File: src/rtl/perfmon_pkg.sv
// Shared constants and types for the uncore perf counter global unit
package perfmon_pkg;
  // ==========================================================================
  // Register addresses on the model-specific register port
  localparam logic [15:0] CTL_ADDR = 16'h0C00;
  localparam logic [15:0] STATUS_ADDR = 16'h0C01;
  localparam logic [15:0] CFG_ADDR = 16'h0C06;

  // ==========================================================================
  // Control field positions
  localparam int FREEZE_BIT = 31;
  localparam int WAKE_BIT = 30;
  localparam int UNFREEZE_BIT = 29;
  localparam int MASK_LSB = 0;
  localparam int MASK_W = 15;

  // ==========================================================================
  // Status and configuration layout
  localparam int STATUS_W = 27;
  localparam int SLICE_LSB = 3;
  localparam int SLICE_W = 15;
  localparam int CFG_W = 4;

  // ==========================================================================
  // Reset values
  localparam logic WAKE_RESET = 1'h0;
  localparam logic [MASK_W-1:0] MASK_RESET = 15'h0000;
  localparam logic FREEZE_RESET = 1'h0;
  localparam logic [STATUS_W-1:0] STATUS_RESET = 27'h0000000;
  localparam logic [CFG_W-1:0] SLICE_SETS_RESET = 4'h8;

  // ==========================================================================
  // Register access request and answer
  typedef struct packed {
    logic wr;
    logic rd;
    logic [15:0] addr;
    logic [31:0] wdata;
  } msr_req_t;

  typedef struct packed {
    logic [31:0] rdata;
    logic ack;
    logic err;
  } msr_rsp_t;

  // Overflow sources, ordered exactly as the status register bits 26:0
  typedef struct packed {
    logic ovf_pcie_ring_stop;
    logic ovf_link_ring_stop1;
    logic ovf_link_ring_stop0;
    logic ovf_coherent_link1;
    logic ovf_coherent_link0;
    logic ovf_memory_ctrl1;
    logic ovf_memory_ctrl0;
    logic ovf_home_agent1;
    logic ovf_home_agent0;
    logic [SLICE_W-1:0] ovf_cache_slice;
    logic ovf_power_unit;
    logic ovf_utility_programmable;
    logic ovf_utility_cycle_counter;
  } ovf_src_t;

  // Per-core notification sequence
  typedef enum logic [1:0] {
    NTF_IDLE,
    NTF_WAKING,
    NTF_SEND
  } notify_state_t;
endpackage : perfmon_pkg

File: src/rtl/core_notifier.sv
// Wake-then-notify sequencer for one core
`timescale 1ns/100ps
module core_notifier (
  // Clock and reset
  input wire logic clk_in,
  input wire logic reset_in,
  // From the global unit
  input wire logic trigger_in,
  input wire logic wake_mode_in,
  // Core side
  input wire logic awake_in,
  output logic wake_out,
  output logic notify_out
);
  perfmon_pkg::notify_state_t state_r;
  perfmon_pkg::notify_state_t state_nxt;

  // ==========================================================================
  // Sequence; a trigger during a running sequence merges into it
  always_comb
  begin
    state_nxt = state_r;
    case (state_r)
      perfmon_pkg::NTF_IDLE:
      begin
        if (trigger_in && awake_in)
          state_nxt = perfmon_pkg::NTF_SEND;
        else if (trigger_in && wake_mode_in)
          state_nxt = perfmon_pkg::NTF_WAKING;
      end
      perfmon_pkg::NTF_WAKING:
      begin
        if (awake_in)
          state_nxt = perfmon_pkg::NTF_SEND;
      end
      perfmon_pkg::NTF_SEND:
        state_nxt = perfmon_pkg::NTF_IDLE;
      default:
        state_nxt = perfmon_pkg::NTF_IDLE;
    endcase
  end

  // State register
  always_ff @(posedge clk_in or posedge reset_in)
  begin
    if (reset_in)
      state_r <= perfmon_pkg::NTF_IDLE;
    else
      state_r <= state_nxt;
  end

  // Outputs decode the state flop only, so they are glitch free
  assign wake_out = (state_r == perfmon_pkg::NTF_WAKING);
  assign notify_out = (state_r == perfmon_pkg::NTF_SEND);
endmodule : core_notifier

File: src/rtl/perfmon_global.sv
// Global control, overflow status and configuration of the perf counters
`timescale 1ns/100ps
module perfmon_global #(
  parameter int NUM_CORES = 15
) (
  // Clock and reset
  input wire logic clk_in,
  input wire logic reset_in,
  // Register port
  input wire perfmon_pkg::msr_req_t msr_req_in,
  output perfmon_pkg::msr_rsp_t msr_rsp_out,
  // Overflow messages from the boxes, one-cycle pulses
  input wire perfmon_pkg::ovf_src_t ovf_src_in,
  // Freeze broadcast to every box
  output logic freeze_out,
  // Core side
  input wire logic [NUM_CORES-1:0] core_awake_in,
  output logic [NUM_CORES-1:0] core_wake_out,
  output logic [NUM_CORES-1:0] core_notify_out
);
  // ==========================================================================
  // Elaboration check: the mask has one bit per supported core
  if (NUM_CORES < 1 || NUM_CORES > perfmon_pkg::MASK_W)
  begin : g_bad_cores
    $error("NUM_CORES must be 1 to 15");
  end

  localparam int SW = perfmon_pkg::STATUS_W;
  localparam int MW = perfmon_pkg::MASK_W;
  localparam int CW = perfmon_pkg::CFG_W;

  logic wake_r;
  logic wake_nxt;
  logic [MW-1:0] mask_r;
  logic [MW-1:0] mask_nxt;
  logic freeze_r;
  logic freeze_nxt;
  logic [SW-1:0] status_r;
  logic [SW-1:0] status_nxt;
  logic [CW-1:0] cfg_r;
  logic [CW-1:0] cfg_nxt;
  perfmon_pkg::msr_rsp_t rsp_r;
  perfmon_pkg::msr_rsp_t rsp_nxt;

  logic [SW-1:0] ovf_vec;
  logic ovf_any;
  logic ctl_wr;
  logic st_wr;
  logic cfg_wr;
  logic [SW-1:0] clr_mask;
  logic access;

  // ==========================================================================
  // Decode
  assign ovf_vec = ovf_src_in;
  assign ovf_any = |ovf_vec;
  assign access = msr_req_in.wr || msr_req_in.rd;
  assign ctl_wr = msr_req_in.wr && (msr_req_in.addr == perfmon_pkg::CTL_ADDR);
  assign st_wr = msr_req_in.wr
    && (msr_req_in.addr == perfmon_pkg::STATUS_ADDR);
  assign cfg_wr = msr_req_in.wr && (msr_req_in.addr == perfmon_pkg::CFG_ADDR);
  assign clr_mask = st_wr ? msr_req_in.wdata[SW-1:0] : {SW{1'b0}};

  // ==========================================================================
  // Control register and freeze state
  // Freeze beats unfreeze so an overflow in the same cycle is never lost
  always_comb
  begin
    wake_nxt = wake_r;
    mask_nxt = mask_r;
    freeze_nxt = freeze_r;
    if (ctl_wr)
    begin
      wake_nxt = msr_req_in.wdata[perfmon_pkg::WAKE_BIT];
      mask_nxt = msr_req_in.wdata[perfmon_pkg::MASK_LSB +: MW];
    end
    if (ctl_wr && msr_req_in.wdata[perfmon_pkg::UNFREEZE_BIT])
      freeze_nxt = 1'h0;
    if ((ctl_wr && msr_req_in.wdata[perfmon_pkg::FREEZE_BIT]) || ovf_any)
      freeze_nxt = 1'h1;
  end

  // Control registers
  always_ff @(posedge clk_in or posedge reset_in)
  begin
    if (reset_in)
    begin
      wake_r <= perfmon_pkg::WAKE_RESET;
      mask_r <= perfmon_pkg::MASK_RESET;
      freeze_r <= perfmon_pkg::FREEZE_RESET;
    end
    else
    begin
      wake_r <= wake_nxt;
      mask_r <= mask_nxt;
      freeze_r <= freeze_nxt;
    end
  end

  // Boxes hold their counts for as long as this level stands
  assign freeze_out = freeze_r;

  // ==========================================================================
  // Overflow status: set wins over a same-cycle clear
  always_comb
  begin
    status_nxt = (status_r & ~clr_mask) | ovf_vec;
  end

  // Status register
  always_ff @(posedge clk_in or posedge reset_in)
  begin
    if (reset_in)
      status_r <= perfmon_pkg::STATUS_RESET;
    else
      status_r <= status_nxt;
  end

  // ==========================================================================
  // Configuration: slice counter set count
  always_comb
  begin
    cfg_nxt = cfg_r;
    if (cfg_wr)
      cfg_nxt = msr_req_in.wdata[CW-1:0];
  end

  // Configuration register
  always_ff @(posedge clk_in or posedge reset_in)
  begin
    if (reset_in)
      cfg_r <= perfmon_pkg::SLICE_SETS_RESET;
    else
      cfg_r <= cfg_nxt;
  end

  // ==========================================================================
  // Answer, one cycle after any access; unmapped reads zero with error
  always_comb
  begin
    rsp_nxt = '0;
    rsp_nxt.ack = access;
    case (msr_req_in.addr)
      perfmon_pkg::CTL_ADDR:
      begin
        // Command bits and reserved 28:27 always read as zero
        rsp_nxt.rdata[perfmon_pkg::WAKE_BIT] = wake_r;
        rsp_nxt.rdata[perfmon_pkg::MASK_LSB +: MW] = mask_r;
      end
      perfmon_pkg::STATUS_ADDR:
        rsp_nxt.rdata[SW-1:0] = status_r;
      perfmon_pkg::CFG_ADDR:
        rsp_nxt.rdata[CW-1:0] = cfg_r;
      default:
        rsp_nxt.err = access;
    endcase
    if (!msr_req_in.rd)
      rsp_nxt.rdata = 32'h00000000;
  end

  // Answer register
  always_ff @(posedge clk_in or posedge reset_in)
  begin
    if (reset_in)
      rsp_r <= '0;
    else
      rsp_r <= rsp_nxt;
  end

  assign msr_rsp_out = rsp_r;

  // ==========================================================================
  // Per-core notification; only cores picked by the mask see the overflow
  for (genvar i = 0; i < NUM_CORES; i++)
  begin : g_core
    core_notifier u_notifier (
      .clk_in(clk_in),
      .reset_in(reset_in),
      .trigger_in(ovf_any && mask_r[i]),
      .wake_mode_in(wake_r),
      .awake_in(core_awake_in[i]),
      .wake_out(core_wake_out[i]),
      .notify_out(core_notify_out[i])
    );
  end
endmodule : perfmon_global

File: config.mk
export PLATFORM = sky130hd
export DESIGN_NAME = perfmon_global
export DESIGN_NICKNAME = d
export VERILOG_FILES = /design/src/rtl/perfmon_pkg.sv /design/src/rtl/core_notifier.sv /design/src/rtl/perfmon_global.sv
export SDC_FILE = /design/constraint.sdc
export NUM_CORES = 1
export LEC_CHECK = 0
export ABC_CLOCK_PERIOD_IN_PS = 3690
export BUFFER_PORTS_ARGS = -buffer_cell sky130_fd_sc_hd__buf_2
export CAP_MARGIN = 5
export CORE_MARGIN = 2
export CORE_UTILIZATION = 54
export DETAILED_ROUTE_END_ITERATION = 16
export PLACE_DENSITY = 0.85
export SYNTH_ARGS = -nofsm -noshare
export SYNTH_HDL_FRONTEND = slang
export SYNTH_HIERARCHICAL = 1
export SYNTH_SLANG_ARGS = --single-unit
File: constraint.sdc
create_clock -name clk_in -period 3.69 [get_ports clk_in]
set_input_delay 0.369 -clock clk_in [delete_from_list [all_inputs] [get_ports clk_in]]
set_output_delay 0.369 -clock clk_in [all_outputs]
set_load 0.05 [all_outputs]
==> run summary, run 1 <==
The total number of placement rows is 34, and the cell internal power dissipation is 1.59 mW. The post-layout minimum cycle time was 2.14 ns. The floorplan step defined a die boundary enclosing 9570 um^2.

The global-route usage over all layers was 0.240; the count of input and output buffers was 152. The worst reg-to-reg path cell count was 2. The first element of the critical path was msr_req_in[32]. The logs give 3687 for the total vias in the final route and 6 for the number of warnings reported in the yosys synthesis log. From left edge to right edge, the die measures 97.8 um. STA classifies the critical path startpoint as an input port. The run gives 8240 um as the half-perimeter wire length after detailed placement. The via count of the first global-routing pass is 3767, and the smallest setup slack after layout is 1.55 ns. The cell leakage power is 2.93 nW. TritonCTS built the clock tree.

The area growth from synthesis to layout is 20.9%. The clock network fraction of design power is 0.355, and the worst setup timing slack at the placement stage is 1.17 ns. The critical path ends at mask_r[9]. The normalized max-slew margin is 0.276. The timing-limited maximum frequency is 468 MHz. Routability-driven placement finished with a final weighted congestion of 0.858. The critical path goes through buf_2 -> and4b_1 -> mux2_2. The share of cells above drive strength 1 is 0.411, and the arrival time at the worst endpoint is 2.38 ns. The sum of routed wire length over all layers came out at 11200 um. The setup slack on the worst flop-to-flop path is 2.36 ns. Buffers inserted to repair hold after CTS numbered 0.

Synthesis inferred 108 register bits. For this run, the slowest stage of the critical path takes 1.13 ns. For the gate count of the mapped netlist, the log shows 402.

The synthesized netlist contains 35 unique library cells. The clock tree root driver cell is clkbuf_8. Buffers inserted during clock tree synthesis total 9.

In the routed design, unresolved DRC markers number 0. For the clock latency of the later-clocked register in the worst-skew pair, the log shows 0.36 ns. For this run, the leading register cell type out of synthesis is dfrtp_1. Net switching component of the power: 0.468 mW.

The relative contribution of sequential cells to total power is 0.577, and the number of nets in the finished design is 642. The min-delay analysis places its worst path in the category in -> async. The tools report the initial core utilization as 0.551. The switching portion of total power was 0.228.

The first global-routing pass estimated 18300 um of wire. Data on the critical path is required at its endpoint by 3.93 ns. The sequential element share of the synthesized area is 0.569, and the count of boundary I/O pins is 159.

The worst setup path is of the in -> reg kind. After routing, the total negative slack on setup checks comes to 0 ns. The number of antenna violations at the first check in global routing is 0. Dominant cell type by area after synthesis: dfrtp_1.

The portion of synthesized cell area occupied by the leading cell type came out at 0.563. The combinational group share of total power is 0.068. The number of antenna diodes in the final layout is 0. For the count of cells resized by post-cts repair, the log shows 0. In this run the vertical extent of the chip is 97.8 um. The post-route fraction of the period consumed by the critical path was 0.579; the fraction of registers with async set or reset after synthesis was 1.00. For the pin with the worst max-slew slack, the measured transition is 1.08 ns. Count of clock tree sinks: 108.

After synthesis, the cell types taking the most area are dfrtp_1, a21o_1, nor3b_2, nand4_1, mux2_2. Setup repair after global routing left no endpoint under its margin. The clock skew after layout was 0.0134 ns.

Sorting the synthesized cells by how often they occur yields dfrtp_1, nor2_1, nand4_1. In this run, the number of DRC markers left after iteration 0 of detailed routing was 146. The logs give 61 for the largest net degree at the start of global routing and 0 for the count of max-cap constraint violations.

Using the TritonRoute via totals, the vias-per-cell ratio works out to 5.59. The largest fanout on the critical path came out at 58. Type of element capturing the critical path: a register.

Post-CTS repair timing setup buffer count: 0. Counting flops with a built-in enable in the synthesized netlist gives 0. Dividing the detail-routed wire length by the instance count gives 17.0 um. Clock-pin slew was measured on the worst setup and hold paths at 0.10 ns. The logs give 3 for the level count of the clock H-tree and 0 for the count of endpoints failing hold in the final timing report. Setup violations remaining at the end of the flow were counted as 0. By instance count, the leading cell after synthesis is dfrtp_1. The maximum buffer depth of the clock tree is 2, and the worst supply voltage drop on vdd is 0.194 mV. In this run the critical register-to-register path is captured at g_core[12].u_notifier/state_r[0]. The max-slew violation total from the final report was 0. Launch instance of the worst register-to-register path: wake_r.

The total area inside the core boundary comes to 8640 um^2. In this run the remaining antenna-violating nets after routing total 0. The mean instance size in the synthesized netlist came out at 11.8 um^2. For this run, the detailed router's first-pass iteration total came to 4. The largest individual stage delay along the critical path comes from the cell and4b_1. The mapped netlist covers 4750 um^2. The run gives 689 as the number of inserted filler cells in the final layout. The run finished with clean final reports.

Global routing finished with a remaining overflow of 0. The power density over the cells was 357 nW/um^2.
==> sequential cells by signal (all words and copies together) (netlist names) <==
register                   cells
freeze_out                     1
g_core.u_notifier/state_r     30
status_r                      27
msr_rsp_out                   30
cfg_r                          4
wake_r                         1
mask_r                        15
==> power groups by stage <==
stage / logic, mW / registers [mW] / clock network [mW]
floorplan: 0.0623 / 1.21 / 0
global placement: 0.135 / 1.21 / 0
detailed placement: 0.140 / 1.21 / 0
CTS: 0.140 / 1.18 / 0.749
global route: 0.155 / 1.18 / 0.799
finish: 0.139 / 1.18 / 0.730
==> layout make-up <==
cell class,instances,area (um^2),area share
clock buffer,12,155,0.0270
clock inverter,3,46.3,0.00806
inverter,16,61.3,0.0107
multi-input combinational,258,1860,0.324
sequential,108,2700,0.470
tap,108,135,0.0235
timing repair buffer,155,783,0.136
==> cells by family after synthesis <==
logic type	share of synthesized area
AND/OR/NAND/NOR	0.233
flip-flops	0.569
AO/OA/AOI/OAI	0.0679
buffers and inverters	0.0421
multiplexers	0.0871
other	0.000789
==> worst min-delay path by stage <==
stage               depth (start not counted)  slack, ns                                to      from
finish                                      2       0.04   g_core[9].u_notifier/state_r[1]  reset_in
global route                                2       0.03  g_core[10].u_notifier/state_r[1]  reset_in
CTS                                         2       0.02  g_core[11].u_notifier/state_r[1]  reset_in
detailed placement                          2       0.42   g_core[5].u_notifier/state_r[0]  reset_in
global placement                            2       0.41   g_core[9].u_notifier/state_r[0]  reset_in
floorplan                                   1       0.11   g_core[0].u_notifier/state_r[0]  reset_in
==> per-layer routing <==
| metal | wire (um) | part of all wire | global-route usage | up-vias |
|---|---|---|---|---|
| li1 | - | - | - | 1691 |
| met3 | 521 | 0.046 | 0.0322 | 33 |
| met5 | 0 | 0 | 0 | - |
| met1 | 4740 | 0.42 | 0.318 | 1817 |
| met4 | 376 | 0.033 | 0.122 | 0 |
| met2 | 5610 | 0.50 | 0.392 | 146 |
==> critical path: cells and delay by family <==
kind	cells	cell delay (ns)
buffers and inverters	1	0.44
and+or+nand+nor	1	1.13
muxes	1	0.42
==> layout by cell type, fill, tap and decap left out, drive strengths merged <==
master / n
mux2i: 11
o21ai: 1
and4b: 1
inv: 15
nor4: 7
or2: 1
buf: 155
a21oi: 15
conb: 4
nand4b: 1
nand3: 1
nor3: 17
dfrtp: 107
dfstp: 1
a21o: 27
and4: 2
clkinv: 2
bufinv: 1
nor3b: 16
nand4: 28
mux2: 24
nor2b: 15
nor4bb: 1
and3: 14
a22oi: 4
nor2: 33
and2: 17
clkinvlp: 1
a221o: 1
nand2: 2
clkbuf: 12
and2b: 15
==> through the flow <==
step                std cells  total power [mW]  utilization  hold slack (ns)  cell area [um^2]
floorplan                 405              1.27            -            0.110              4770
global placement          645              1.34        0.642            0.408              5550
detailed placement        645              1.35        0.642            0.418              5550
CTS                       660              2.07        0.665           0.0161              5750
global route              660              2.14        0.665           0.0277              5750
finish                    660              2.05        0.665           0.0366              5750
Power figures use the tool's default switching activity.
==> inputs of run 2 (changes only) <==
--- a/config.mk
+++ b/config.mk
@@ -5,13 +5,14 @@
 export SDC_FILE = /design/constraint.sdc
 export NUM_CORES = 1
 export LEC_CHECK = 0
-export ABC_CLOCK_PERIOD_IN_PS = 3690
+export ABC_AREA = 1
+export ABC_CLOCK_PERIOD_IN_PS = 2100
 export BUFFER_PORTS_ARGS = -buffer_cell sky130_fd_sc_hd__buf_2
 export CAP_MARGIN = 5
 export CORE_MARGIN = 2
-export CORE_UTILIZATION = 54
+export CORE_UTILIZATION = 52
 export DETAILED_ROUTE_END_ITERATION = 16
-export PLACE_DENSITY = 0.85
+export PLACE_DENSITY = 0.81
 export SYNTH_ARGS = -nofsm -noshare
 export SYNTH_HDL_FRONTEND = slang
 export SYNTH_HIERARCHICAL = 1
==> constraint.sdc (replaced) <==
create_clock -name clk_in -period 2.1 [get_ports clk_in]
set_input_delay 0.21 -clock clk_in [delete_from_list [all_inputs] [get_ports clk_in]]
set_output_delay 0.21 -clock clk_in [all_outputs]
set_load 0.05 [all_outputs]
==> run summary, run 2 <==
The run finished with clean final reports. The slowest stage of the critical path is the dfrtp_1 cell. The worst setup path is launched from a register. The iteration count of the initial detailed-routing pass is 4 (unchanged). The die extent in y came out at 105 um (+7.0%). The area enclosed by the die boundary came out at 11000 um^2 (+14%).

The fraction of registers with async set or reset after synthesis is 1.00 (unchanged), and the sum of routed wire length over all layers is 11200 um (-0.86%). The number of enable flip-flop cells after synthesis was 0 (unchanged). The routed wirelength normalized by instance count was 11.3 um (-34%).

The net switching component of the power is 1.51 mW (+220%). The level count of the clock H-tree is 3 (unchanged), and the max-slew violation total from the final report is 0 (unchanged). The largest net degree at the start of global routing was 30 (-51%); the final cell utilization of the core was 0.647 (-0.0189). The count of max-cap constraint violations came out at 0 (unchanged). For the combinational group share of total power, the log shows 0.223 (+0.155). Number of clock buffers inserted by TritonCTS: 9 (unchanged). The run gives 0.517 (-0.060) as the relative contribution of sequential cells to total power.

For the global-route wire length before repair, the log shows 18900 um (+3.1%). The run gives 947 (+48%) as the number of nets in the finished design. Clock tree root driver cell: clkbuf_8. The flip-flop and latch count after synthesis was 108 (unchanged); the initial DRC count was 237 (+62%).

The run gives 0 (unchanged) as the number of antenna violations at the first check in global routing. The arrival time at the worst endpoint came out at 1.26 ns (-1.12 ns). The total negative slack was 0 ns (unchanged); the worst reg-to-reg path cell count was 4 (+2). The signal on the critical path passes through inv_1 -> nor2_1 -> buf_2. The logs give 2.94 mW (+85%) for the cell internal power dissipation and 0 (unchanged) for the number of failing setup endpoints in the final timing report. The main flop type after synthesis was dfrtp_1. The count of clock tree sinks was 108 (unchanged).

The transition time of the tightest slew-check pin is 0.588 ns (-0.497 ns), and the total vias in the final route is 4502 (+22%). The count of input and output buffers works out to 152 (unchanged). The total number of placement rows was 36 (+5.9%); the sequential element share of the synthesized area was 0.513 (-0.0555). In the layout the commonest cells are nand2_1, inv_1, buf_2, dfrtp_1, nor2_1.

The worst endpoint required time was 1.89 ns (-2.04 ns). Counting instances, the worst hold path has a depth of 3. The tools report the number of warnings reported in the yosys synthesis log as 6 (unchanged). The logs give 0.608 (+0.332) for the normalized max-slew margin and 0 (unchanged) for the residual DRC count. The tools report the via count of the first global-routing pass as 4277 (+14%). The power density over the cells works out to 701 nW/um^2 (+96%).

The met3 routing resource usage after global routing was 0.0512 (+0.0189). The post-route fraction of the period consumed by the critical path was 0.699. For the cell area after synthesis, the log shows 5270 um^2 (+11%). TritonCTS built the clock tree. The count of different cell masters after synthesis came out at 24 (-31%). The logs give 4.08 nW (+40%) for the cell leakage power and 0.370 mV (+91%) for the worst supply voltage drop on vdd. After global routing, the most crowded layer is met2.

The logs give 6160 um^2 (+11%) for the area after detailed placement and 0 (unchanged) for the post-detailed-route count of antenna-violating nets. The run gives 0 (unchanged) as the global route total overflow. The tools report the antenna diode instance count as 0 (unchanged). For the maximum buffer depth of the clock tree, the log shows 2 (unchanged). For the met2 demand-to-capacity share in global routing, the log shows 0.353 (-0.0391). The worst setup path category is reg -> out. The buffering stage count on the worst path with inverters included is 2 (+1). The via count normalized by instance count was 4.54 (-19%). The tools report the count of endpoints failing hold in the final timing report as 0 (unchanged). STA classifies the critical path endpoint as an output pin. The clock-pin slew on the worst setup and hold paths is 0.10 ns (about the same), and the timing-limited maximum frequency is 681 MHz. In this design, the largest share of critical-path delay is due to flip-flops.

For the total core area, the log shows 9820 um^2 (+14%). The portion of synthesized cell area occupied by the leading cell type was 0.508 (-0.0550). Global-route usage over all layers: 0.213 (-0.0269). Ranked by instance count, the synthesized netlist is headed by nand2_1, inv_1, dfrtp_1.

The post-layout minimum cycle time is 1.47 ns. The post-route cell area came out at 6350 um^2 (+10%). The share of cells above drive strength 1 was 0.247 (-0.164); the layout overhead on the synthesized area was 20.5%. The clock network fraction of design power is 0.260 (-0.095). Setup repair after global routing left no endpoint under its margin. The hold-fix buffer count after cts is 1 (+1), and the width of the die is 105 um (+7.0%). The highest cell delay on the worst timing path works out to 0.44 ns (-0.69 ns).

By area the synthesized netlist is led by dfrtp_1, nand2_1, inv_1, nor2_1, nand3_1. The biggest area contributor in the post-synthesis netlist is dfrtp_1. The number of stages on the worst setup path was 3 (unchanged); the count of cells resized by post-cts repair was 0 (unchanged). The clock skew after layout is 0.0136 ns (+0.000234 ns).

The switching portion of total power is 0.339 (+0.111), and the count of boundary I/O pins is 159 (unchanged). The path class of the tightest hold or removal check is in -> reg. The most common cell in the synthesized netlist is nand2_1. The met1 demand-to-capacity share in global routing is 0.284 (-0.0337), and the gate count of the mapped netlist is 694 (+73%). The largest fanout on the critical path is 5 (-91%), and the initial core utilization is 0.537 (-0.0140). The weighted congestion at the end of routability-driven global placement was 0.816 (-4.9%). The most common cell after layout, fill and taps aside was nand2_1. Half-perimeter wire length after detailed placement: 8550 um (+3.8%). The clock latency of the later-clocked register in the worst-skew pair is 0.36 ns (about the same), and the mean instance size in the synthesized netlist is 7.59 um^2 (-36%). The post-CTS repair timing setup buffer count is 0 (unchanged).
[run 2: final timing paths]
kind                                                    to  slack [ns]                            start
max in group asynchronous                        mask_r[8]        0.88                         reset_in
min in group asynchronous  g_core[1].u_notifier/state_r[1]        0.41                         reset_in
hold / removal                                status_r[22]        0.04                   ovf_src_in[22]
setup reg to reg           g_core[8].u_notifier/state_r[0]        1.00                           wake_r
setup / recovery                          core_wake_out[5]        0.63  g_core[5].u_notifier/state_r[0]
hold reg to reg                               status_r[21]        0.48                     status_r[21]
[run 2: cells by family after synthesis]
family	count (synthesis)	synth area share
AOI/OAI and AO/OA	32	0.0330
DFF	108	0.513
other	1	0.000712
buffers and inverters	168	0.130
and+or+nand+nor	385	0.323
[run 2: through the flow]
step | total power, mW | setup slack (ns) | instances | hold slack, ns
3_3_place_gp | 3.32 | 0.451 | 974 | 0.251
6_report | 4.45 | 0.632 | 991 | 0.0402
3_5_place_dp | 3.34 | 0.430 | 974 | 0.262
5_1_grt | 4.70 | 0.551 | 991 | 0.0441
2_1_floorplan | 3.07 | 0.811 | 697 | -0.0488
4_1_cts | 4.49 | 0.622 | 991 | 0.0284
[run 2: layout make-up]
cell class | instances | area (um^2)
Sequential cell | 108 | 2700
Multi-Input combinational cell | 421 | 1890
Inverter | 155 | 586
Tap cell | 133 | 166
Fill cell | 917 | 3470
Timing Repair Buffer | 158 | 821
Clock buffer | 11 | 141
Clock inverter | 5 | 37.5
[run 2: worst register-to-register path, stage by stage, from the launching register on]
cell and delay (ns):
dfrtp_1 0.73, nand2_1 0.12, nand3_1 0.10, nand2_1 0.05, inv_1 0.05
[run 2: metal layers]
metal	vias to the layer above	part of all wire
met5	-	0
met4	0	0.0096
met3	8	0.062
met2	119	0.47
met1	2014	0.46
li1	2361	-
[run 2: power groups by stage]
stage / registers [mW] / logic [mW] / clock network, mW
5_1_grt: 2.32 / 1.11 / 1.27
6_report: 2.30 / 0.992 / 1.15
3_5_place_dp: 2.34 / 1.00 / 0
2_1_floorplan: 2.32 / 0.745 / 0
3_3_place_gp: 2.34 / 0.982 / 0
4_1_cts: 2.30 / 1.00 / 1.19
